`config.mk`:
```
export PLATFORM = sky130hd
export DESIGN_NAME = eli_error_led
export DESIGN_NICKNAME = d
export VERILOG_FILES = /design/src/core/eli_pkg.sv /design/src/core/eli_error_led.sv
export VERILOG_INCLUDE_DIRS = /design/src /design/src/core
export SDC_FILE = /design/constraint.sdc
export NUM_CORES = 1
export LEC_CHECK = 0
export BUFFER_PORTS_ARGS = -buffer_cell sky130_fd_sc_hd__buf_4
export CORE_ASPECT_RATIO = 1.75
export CORE_MARGIN = 2
export CORE_UTILIZATION = 60
export CTS_CLUSTER_SIZE = 30
export DETAILED_ROUTE_END_ITERATION = 6
export PLACE_DENSITY = 0.77
export REMOVE_ABC_BUFFERS = 1
export SLEW_MARGIN = 25
export SYNTH_ARGS = -nofsm -noshare
export SYNTH_HDL_FRONTEND = slang
export SYNTH_SLANG_ARGS = --single-unit
```
`constraint.sdc`:
```
create_clock -name ref_clk -period 5.05 [get_ports ref_clk]
set_input_delay 0.7575 -clock ref_clk [delete_from_list [all_inputs] [get_ports ref_clk]]
set_output_delay 0.7575 -clock ref_clk [all_outputs]
set_load 0.01 [all_outputs]
```
`src/core/eli_cfg.svh`:
```
`ifndef ELI_CFG_SVH
`define ELI_CFG_SVH

// Blink timing in milliseconds and the derived cycle counts at 200 MHz.
`define ELI_CLK_HZ        200000000
`define ELI_FLASH_ON_MS   200
`define ELI_FLASH_OFF_MS  200
`define ELI_GAP_MS        1000
`define ELI_FLASH_ON_CYC  ((`ELI_CLK_HZ / 1000) * `ELI_FLASH_ON_MS)
`define ELI_FLASH_OFF_CYC ((`ELI_CLK_HZ / 1000) * `ELI_FLASH_OFF_MS)
`define ELI_GAP_CYC       ((`ELI_CLK_HZ / 1000) * `ELI_GAP_MS)
`define ELI_CNT_W         28
`define ELI_PH_W          3
`define ELI_FLASH_ONE     3'h1
`define ELI_FLASH_TWO     3'h2
`define ELI_FLASH_THREE   3'h3
`define ELI_PH_ZERO       3'h0

`endif

```
`src/core/eli_pkg.sv`:
```
package eli_pkg;

  typedef enum logic [2:0] {
    ELI_SHOW_NONE,
    ELI_SHOW_WARN,
    ELI_SHOW_GUARD,
    ELI_SHOW_SYNC,
    ELI_SHOW_BUSOFF
  } eli_show_type;

  typedef enum logic [1:0] {
    ELI_ST_ON,
    ELI_ST_OFF,
    ELI_ST_GAP
  } eli_state_type;

endpackage

```
`src/core/eli_error_led.sv`:
```
`include "eli_cfg.svh"

module eli_error_led
  import eli_pkg::*;
#(
  parameter logic [`ELI_CNT_W-1:0] FLASH_ON_CYC  =
    `ELI_CNT_W'(`ELI_FLASH_ON_CYC),
  parameter logic [`ELI_CNT_W-1:0] FLASH_OFF_CYC =
    `ELI_CNT_W'(`ELI_FLASH_OFF_CYC),
  parameter logic [`ELI_CNT_W-1:0] GAP_CYC       =
    `ELI_CNT_W'(`ELI_GAP_CYC)
) (
  input  wire logic ref_clk,
  input  wire logic resetn,
  input  wire logic warn_level,
  input  wire logic guard_event,
  input  wire logic sync_timeout,
  input  wire logic bus_off,
  output logic      err_lamp
);

  typedef struct packed {
    eli_state_type          st;
    eli_show_type           show;
    logic [`ELI_PH_W-1:0]   flashes;
    logic [`ELI_CNT_W-1:0]  cnt;
    logic                   lamp;
  } eli_reg_type;

  eli_reg_type r_q;
  eli_reg_type r_d;
  eli_show_type sel;
  logic [`ELI_PH_W-1:0] want;
  logic last;

  // The priority chain picks the most severe active source.
  always_comb begin
    if (bus_off) begin
      sel = ELI_SHOW_BUSOFF;
    end else if (sync_timeout) begin
      sel = ELI_SHOW_SYNC;
    end else if (guard_event) begin
      sel = ELI_SHOW_GUARD;
    end else if (warn_level) begin
      sel = ELI_SHOW_WARN;
    end else begin
      sel = ELI_SHOW_NONE;
    end
  end

  always_comb begin
    case (r_q.show)
      ELI_SHOW_WARN:  want = `ELI_FLASH_ONE;
      ELI_SHOW_GUARD: want = `ELI_FLASH_TWO;
      ELI_SHOW_SYNC:  want = `ELI_FLASH_THREE;
      default:        want = `ELI_PH_ZERO;
    endcase
  end

  assign last = (r_q.cnt <= {{(`ELI_CNT_W-1){1'b0}}, 1'b1});

  always_comb begin
    r_d = r_q;
    r_d.cnt = r_q.cnt - {{(`ELI_CNT_W-1){1'b0}}, 1'b1};
    if (sel != r_q.show) begin
      // A change of source restarts its pattern at once.
      r_d.show = sel;
      r_d.st = ELI_ST_ON;
      r_d.flashes = `ELI_PH_ZERO;
      r_d.cnt = FLASH_ON_CYC;
      r_d.lamp = (sel != ELI_SHOW_NONE);
    end else if (r_q.show == ELI_SHOW_NONE) begin
      r_d.lamp = 1'b0;
      r_d.cnt = r_q.cnt;
    end else if (r_q.show == ELI_SHOW_BUSOFF) begin
      r_d.lamp = 1'b1;
      r_d.cnt = r_q.cnt;
    end else if (last) begin
      case (r_q.st)
        ELI_ST_ON: begin
          r_d.flashes = r_q.flashes + `ELI_FLASH_ONE;
          r_d.lamp = 1'b0;
          if ((r_q.flashes + `ELI_FLASH_ONE) >= want) begin
            r_d.st = ELI_ST_GAP;
            r_d.cnt = GAP_CYC;
          end else begin
            r_d.st = ELI_ST_OFF;
            r_d.cnt = FLASH_OFF_CYC;
          end
        end
        ELI_ST_OFF: begin
          r_d.st = ELI_ST_ON;
          r_d.lamp = 1'b1;
          r_d.cnt = FLASH_ON_CYC;
        end
        ELI_ST_GAP: begin
          r_d.st = ELI_ST_ON;
          r_d.lamp = 1'b1;
          r_d.flashes = `ELI_PH_ZERO;
          r_d.cnt = FLASH_ON_CYC;
        end
        default: begin
          r_d.st = ELI_ST_GAP;
          r_d.lamp = 1'b0;
          r_d.cnt = GAP_CYC;
        end
      endcase
    end
  end

  always_ff @(posedge ref_clk or negedge resetn) begin
    if (!resetn) begin
      r_q <= '{st: ELI_ST_GAP, show: ELI_SHOW_NONE, flashes: `ELI_PH_ZERO,
               cnt: '0, lamp: 1'b0};
    end else begin
      r_q <= r_d;
    end
  end

  assign err_lamp = r_q.lamp;

  property p_dark;
    @(posedge ref_clk) disable iff (!resetn)
      (!bus_off && !sync_timeout && !guard_event && !warn_level)[*2]
      |-> !err_lamp;
  endproperty
  a_dark: assert property (p_dark)
    else $error("Lamp lit with no error.");

  property p_busoff;
    @(posedge ref_clk) disable iff (!resetn)
      bus_off ##1 bus_off |-> err_lamp;
  endproperty
  a_busoff: assert property (p_busoff)
    else $error("Lamp dark during bus-off.");

  property p_sync_wins;
    @(posedge ref_clk) disable iff (!resetn)
      sync_timeout && !bus_off |=> r_q.show == ELI_SHOW_SYNC;
  endproperty
  a_sync_wins: assert property (p_sync_wins)
    else $error("SYNC timeout not selected.");

  property p_rank;
    @(posedge ref_clk) disable iff (!resetn)
      guard_event && warn_level && !sync_timeout && !bus_off
      |=> r_q.show == ELI_SHOW_GUARD;
  endproperty
  a_rank: assert property (p_rank)
    else $error("Guarding event not ranked over warning.");

  property p_flash_count;
    @(posedge ref_clk) disable iff (!resetn)
      r_q.st == ELI_ST_GAP && r_q.show != ELI_SHOW_NONE
      && r_q.show != ELI_SHOW_BUSOFF |-> r_q.flashes == want;
  endproperty
  a_flash_count: assert property (p_flash_count)
    else $error("Wrong flash count before gap.");

  property p_triple;
    @(posedge ref_clk) disable iff (!resetn)
      r_q.show == ELI_SHOW_SYNC && r_q.st == ELI_ST_GAP
      |-> r_q.flashes == `ELI_FLASH_THREE;
  endproperty
  a_triple: assert property (p_triple)
    else $error("SYNC pattern is not three flashes.");

  property p_gap_dark;
    @(posedge ref_clk) disable iff (!resetn)
      r_q.st == ELI_ST_GAP && r_q.show == $past(r_q.show) |-> !err_lamp;
  endproperty
  a_gap_dark: assert property (p_gap_dark)
    else $error("Lamp lit in pattern gap.");

  property p_start;
    @(posedge ref_clk) disable iff (!resetn)
      warn_level && !guard_event && !sync_timeout && !bus_off
      && r_q.show == ELI_SHOW_NONE |=> err_lamp;
  endproperty
  a_start: assert property (p_start)
    else $error("Warning pattern did not start.");

  property p_none_dark;
    @(posedge ref_clk) disable iff (!resetn)
      r_q.show == ELI_SHOW_NONE |-> !err_lamp;
  endproperty
  a_none_dark: assert property (p_none_dark)
    else $error("Lamp lit with no source selected.");

  property p_on_lit;
    @(posedge ref_clk) disable iff (!resetn)
      r_q.st == ELI_ST_ON && r_q.show != ELI_SHOW_NONE |-> err_lamp;
  endproperty
  a_on_lit: assert property (p_on_lit)
    else $error("Lamp dark during a flash.");

  property p_off_dark;
    @(posedge ref_clk) disable iff (!resetn)
      r_q.st == ELI_ST_OFF |-> !err_lamp;
  endproperty
  a_off_dark: assert property (p_off_dark)
    else $error("Lamp lit between flashes.");

  property p_double;
    @(posedge ref_clk) disable iff (!resetn)
      r_q.show == ELI_SHOW_GUARD && r_q.st == ELI_ST_GAP
      |-> r_q.flashes == `ELI_FLASH_TWO;
  endproperty
  a_double: assert property (p_double)
    else $error("Guarding pattern is not two flashes.");

  c_busoff: cover property (@(posedge ref_clk) bus_off ##1 err_lamp);
  c_sync: cover property (@(posedge ref_clk)
    r_q.show == ELI_SHOW_SYNC && r_q.st == ELI_ST_GAP);
  c_guard: cover property (@(posedge ref_clk)
    r_q.show == ELI_SHOW_GUARD && r_q.st == ELI_ST_GAP);
  c_warn: cover property (@(posedge ref_clk)
    r_q.show == ELI_SHOW_WARN && r_q.st == ELI_ST_GAP);

endmodule

```
==> results of run 1 <==
[flip-flops by register name, indices dropped and copies added, names as in the netlist]
name      flops
r_q          36
err_lamp      1
[power breakdown]
part           internal (mW)  switching (mW)
logic                 0.0422          0.0721
clock network         0.0981           0.101
registers              0.309          0.0204
total                  0.450           0.193
[layer usage]
metal  vias up  track usage [%]  wire length [µm]
li1       1056                -                 -
met1      1098            34.02              2295
met2        72            51.48              3169
met3        16            3.846               282
met4         0            14.22               170
met5         -                0                 0
[metrics by stage]
step	hold slack, ns	utilization, %	std cells	worst slack, ns
finish	0.4282	66.92	320	2.284
global route	0.4676	66.92	320	2.020
CTS	0.4512	66.92	320	2.281
detailed placement	0.5261	64.87	312	2.183
global placement	0.5026	64.87	312	2.246
floorplan	0.4619	-	256	1.529
[cells by family after synthesis]
| group | share of synthesized area, % |
|---|---|
| muxes | 4.148 |
| buffers and inverters | 4.704 |
| AOI/OAI and AO/OA | 22.86 |
| and+or+nand+nor | 26.05 |
| adders and majority gates | 4.047 |
| DFF | 37.48 |
| xor gates and xnor gates | 0.7083 |
[cells in the mapped netlist, types with 2 or more instances]
cell,n
ha_1,8
dfrtp_1,36
o211ai_1,3
mux2_2,2
nor4_2,2
and3_1,2
nand2b_1,3
o221ai_1,4
inv_1,13
nor3b_1,2
a311o_1,2
nand3_1,12
o21ai_0,10
or3_1,6
o2bb2ai_1,2
o31a_1,5
a2bb2oi_1,2
clkbuf_1,15
nand2_1,19
nor3_1,7
a21o_1,2
mux2i_1,8
nand4_1,4
a211o_1,2
a41oi_1,3
o22ai_1,6
a31oi_1,10
nor4_4,2
o21a_1,4
o31ai_1,9
nor2b_1,3
o41ai_1,2
or4_1,6
nor2_1,17
nor4_1,12
a21oi_1,7
o21bai_1,2
[layout make-up]
type                    instances  area (µm²)
clock buffers                   8       80.08
fillers                       343        1291
flip-flops and latches         37       927.1
well taps                      48       60.06
repair buffers                  8       60.06
multi-input cells             206        1436
inverters                      13       48.80
[path summary, 6_finish.rpt]
path                       slack [ns]      end     from  depth (start not counted)
setup / recovery                 2.28  r_q[35]   r_q[2]                          7
hold / removal                   0.43  r_q[26]   resetn                          1
setup reg to reg                 2.28  r_q[35]   r_q[2]                          7
hold reg to reg                  0.54  r_q[36]  r_q[36]                          2
max in group asynchronous        4.27  r_q[22]   resetn                          1
min in group ref_clk             0.54  r_q[36]  r_q[36]                          2
[worst max-delay path: cells and delay by family (launching register included)]
kind                       cells  cell delay, ns
and+or+nand+nor                4            1.79
DFF                            1            0.39
adders and majority gates      1            0.25
AOI/OAI and AO/OA              1            0.15
buffers and inverters          1            0.12
==> results.yml, run 1 <==
status:
  status: "completed"
synthesis:
  yosys_warnings: 0
  ys.flop_type: "dfrtp_1"
  yosysTopAreaCell: "dfrtp_1"
  synth_area_leaders: "dfrtp_1 36%, ha_1 4.0%, mux2i_1 3.2%"
  synth_area_um2: 2474
  synth-seq-area-share_pct: 37.48
  synth_cell_types: 55
  async_reset_ff_share_pct: 100.0
  synth_edf_count: 0
  yosys_register_bits: 37
  syn_avg_cell_area_um2: 9.094
  postSynthCellCount: 272
  synth_top_area_share_pct: 36.42
worst_setup_path:
  max_stage_delay_ns: 0.69
  end_kind: "flip-flop"
  crit_chain: "inv_1 > ha_1 > nor2_1 > or4_1 > or4_4 > or4_1 > a21oi_1"
  critPathSlowestCell: "or4_4"
  path_common_cell: "or4_1"
  crit_fanout: 26
  path_class: "flip-flop to flip-flop"
  critPathArrivalTime_ns: 2.98
  worstSetupStartpointType: "flip-flop"
  critPathRequiredTime_ns: 5.26
sta:
  grt_setup_unrepaired: "false"
  slew_violations: 0
  timing.fmax_mhz: 361.5
  hold_viol_final: 0
  setup_viol: 0
  final.setup.tns_ns: 0
  period_minus_slack_ns: 2.766
  slew-limit-headroom_pct: 36.59
  worst_pin_slew_ns: 0.9488
  clock_skew_ns: 0.007695
  period_share_pct: 54.78
layout:
  antenna_cells: 0
  drive_gt1_share_pct: 9.191
  final_common_cell: "dfrtp_1"
  nets: 285
  final_cell_area_um2: 2613
  layout-area-overhead-vs-synth_pct: 5.615
  final_cell_mix: "36 x dfrtp_1, 19 x nand2_1, 17 x nor2_1"
detailed_routing:
  ant_nets: 0
  first_pass_iters: 4
  drcViolationCount: 0
  vias: 2242
  drt-vias-per-instance: 7.006
  avgRoutedWirePerCell_um: 18.49
  routed_wl_mm: 5.918
  initialDrtViolationCount: 80
die:
  num_io_pins: 7
  die_x_um: 52.54
  coreArea_um2: 3904
  floorplan.initialDensity_pct: 63.37
  row_count: 30
  die_y_um: 88.94
  die_area_um2: 4672
clock_tree:
  ctsRootBufferMaster: "clkbuf_8"
  clk_latency_ns: 0.29
  cts_tree: "yes"
  clockBufferDepth: 2
  cts_sinks: 37
  clkTransAtPathRegs_ns: 0.07
  htree_levels: 2
  ctsHoldBuffers: 0
  cts_buffers: 5
  cts_resized: 0
  cts_setup_buffers: 0
placement:
  placed_cell_area_um2: 2532
  portBuffers: 6
  gp_congestion: 0.8363
  hpwl_mm: 4.122
min_path:
  hold_path.class: "input port to asynchronous set/reset pin"
global_route:
  grt_pass1_wl_mm: 10.25
  antenna_found_initial: 0
  grt_pass1_vias: 2259
  grt_use_total_pct: 29.20
  overflow: 0
  grt_max_degree: 38
power:
  vdd_ir_drop_max_uv: 190.6
  p_leak_nw: 0.9730
  totalPowerFinal_uw: 643.1
  p_per_area_nw_per_um2: 246.2
job:
  drv_cap: 0
Power figures use the tool's default switching activity.
==> inputs of run 2 (changes only) <==
Clock period 5.05 ns to 2.8 ns, I/O delays scaled along.
==> results.yml, run 2 (synthesized netlist as in run 1, its figures left out) <==
status:
  status: "completed"
detailed_routing:
  routed_wl_mm: 6.160
  vias: 2234
  met3WireLength_um: 233
  first_pass_iters: 4
  drt-vias-per-instance: 6.770
  ant_nets: 0
  initialDrtViolationCount: 65
  wl_met2_mm: 3.378
  drcViolationCount: 0
  avgRoutedWirePerCell_um: 18.67
  highest_layer: "met4"
  wl_met1_mm: 2.432
layout:
  final_cell_area_um2: 2709
  top_register: "r_q"
  final_common_cell: "dfrtp_1"
  drive_gt1_share_pct: 13.48
  nets: 295
  final_cell_mix: "36 x dfrtp_1, 19 x nand2_1, 18 x buf_4"
  largest_register_ffs: 36
  layout-area-overhead-vs-synth_pct: 9.509
  final_cells: 330
  antenna_cells: 0
sta:
  grt_setup_unrepaired: "false"
  worst_slack_ns: 0.2941
  final.setup.tns_ns: 0
  period_share_pct: 89.50
  clock_skew_ns: 0.003520
  worst_pin_slew_ns: 0.6596
  whs_ns: 0.07047
  setup_viol: 0
  timing.fmax_mhz: 399.1
  hold_viol_final: 0
  slew_violations: 0
  period_minus_slack_ns: 2.506
  slew-limit-headroom_pct: 55.86
clock_tree:
  clockBufferDepth: 2
  cts_setup_buffers: 0
  ctsHoldBuffers: 0
  clkTransAtPathRegs_ns: 0.07
  cts_buffers: 5
  cts_sinks: 37
  cts_resized: 0
  cts_tree: "yes"
  htree_levels: 2
  ctsRootBufferMaster: "clkbuf_8"
  clk_latency_ns: 0.30
worst_setup_path:
  worst_r2r_startpoint: "r_q[1]"
  end_kind: "flip-flop"
  critPathRequiredTime_ns: 3.03
  reg2reg_depth: 7
  critPathArrivalTime_ns: 2.73
  path_class: "flip-flop to flip-flop"
  r2r-end: "r_q[35]"
  worstSetupStartpointType: "flip-flop"
  r2r_slack_ns: 0.29
  crit_fanout: 6
global_route:
  grt_max_degree: 38
  overflow: 0
  grt_pass1_vias: 2299
  antenna_found_initial: 0
  grt_use_total_pct: 29.05
  grt_pass1_wl_mm: 10.16
placement:
  placed_cell_area_um2: 2608
  portBuffers: 6
  hpwl_mm: 4.233
  dp_slack_ns: 0.3028
  gp_congestion: 0.8192
  dp_cells: 322
power:
  power.switching_uw: 371.2
  pwr-share-comb_pct: 18.0
  p_sw_share_pct: 29.95
  pwr-share-seq_pct: 48.1
  p_per_area_nw_per_um2: 457.5
  power_frac_clock_pct: 33.9
  intPower_uw: 868.0
  vdd_ir_drop_max_uv: 448.9
  p_leak_nw: 1.036
die:
  coreArea_um2: 3904
  floorplan.initialDensity_pct: 63.37
  num_io_pins: 7
  row_count: 30
  die_y_um: 88.94
  die_area_um2: 4672
  die_x_um: 52.54
job:
  drv_cap: 0
min_path:
  hold_path.class: "input port to asynchronous set/reset pin"
==> run 2: worst max-delay path, stage by stage, from the launching register on <==
cell and delay (ns):
dfrtp_1 0.43, inv_1 0.10, ha_1 0.21, nor2_1 0.07
or4_1 0.46, or4_4 0.51, or4_1 0.51, a21oi_1 0.15
==> run 2: worst max-delay path by stage <==
stage / start / endpoint / slack (ns) / depth (start not counted)
4_1_cts: r_q[1] / r_q[35] / 0.29 / 7
5_1_grt: r_q[1] / r_q[8] / 0.16 / 8
3_5_place_dp: r_q[1] / r_q[35] / 0.30 / 7
6_report: r_q[1] / r_q[35] / 0.29 / 7
2_1_floorplan: r_q[1] / r_q[12] / -0.72 / 7
3_3_place_gp: r_q[1] / r_q[35] / 0.37 / 7
==> run 2: power groups by stage <==
| stage | Clock, mW | Combinational [mW] | Sequential [mW] |
|---|---|---|---|
| floorplan | 0 | 0.143 | 0.597 |
| global placement | 0 | 0.220 | 0.604 |
| detailed placement | 0 | 0.220 | 0.606 |
| CTS | 0.427 | 0.224 | 0.596 |
| global route | 0.450 | 0.249 | 0.601 |
| finish | 0.420 | 0.223 | 0.596 |
==> run 2: area by class of cell <==
class                   count  area, µm²
multi-input cells         206       1436
fillers                   323       1195
flip-flops and latches     37      927.1
repair buffers             18      135.1
clock buffers               7      96.34
well taps                  48      60.06
inverters                  13      48.80
clock inverters             1      5.005
==> run 2: metal layers <==
layer,GRT usage (%),vias up
met1,30.08,1084
met2,55.45,61
met3,4.515,12
met5,0,-
met4,12.59,0
li1,-,1077
==> run 2: stage by stage <==
step                power, mW  util [%]
floorplan              0.7402         -
global placement       0.8244     66.79
detailed placement     0.8258     66.79
CTS                     1.247     69.39
global route            1.299     69.39
finish                  1.239     69.39
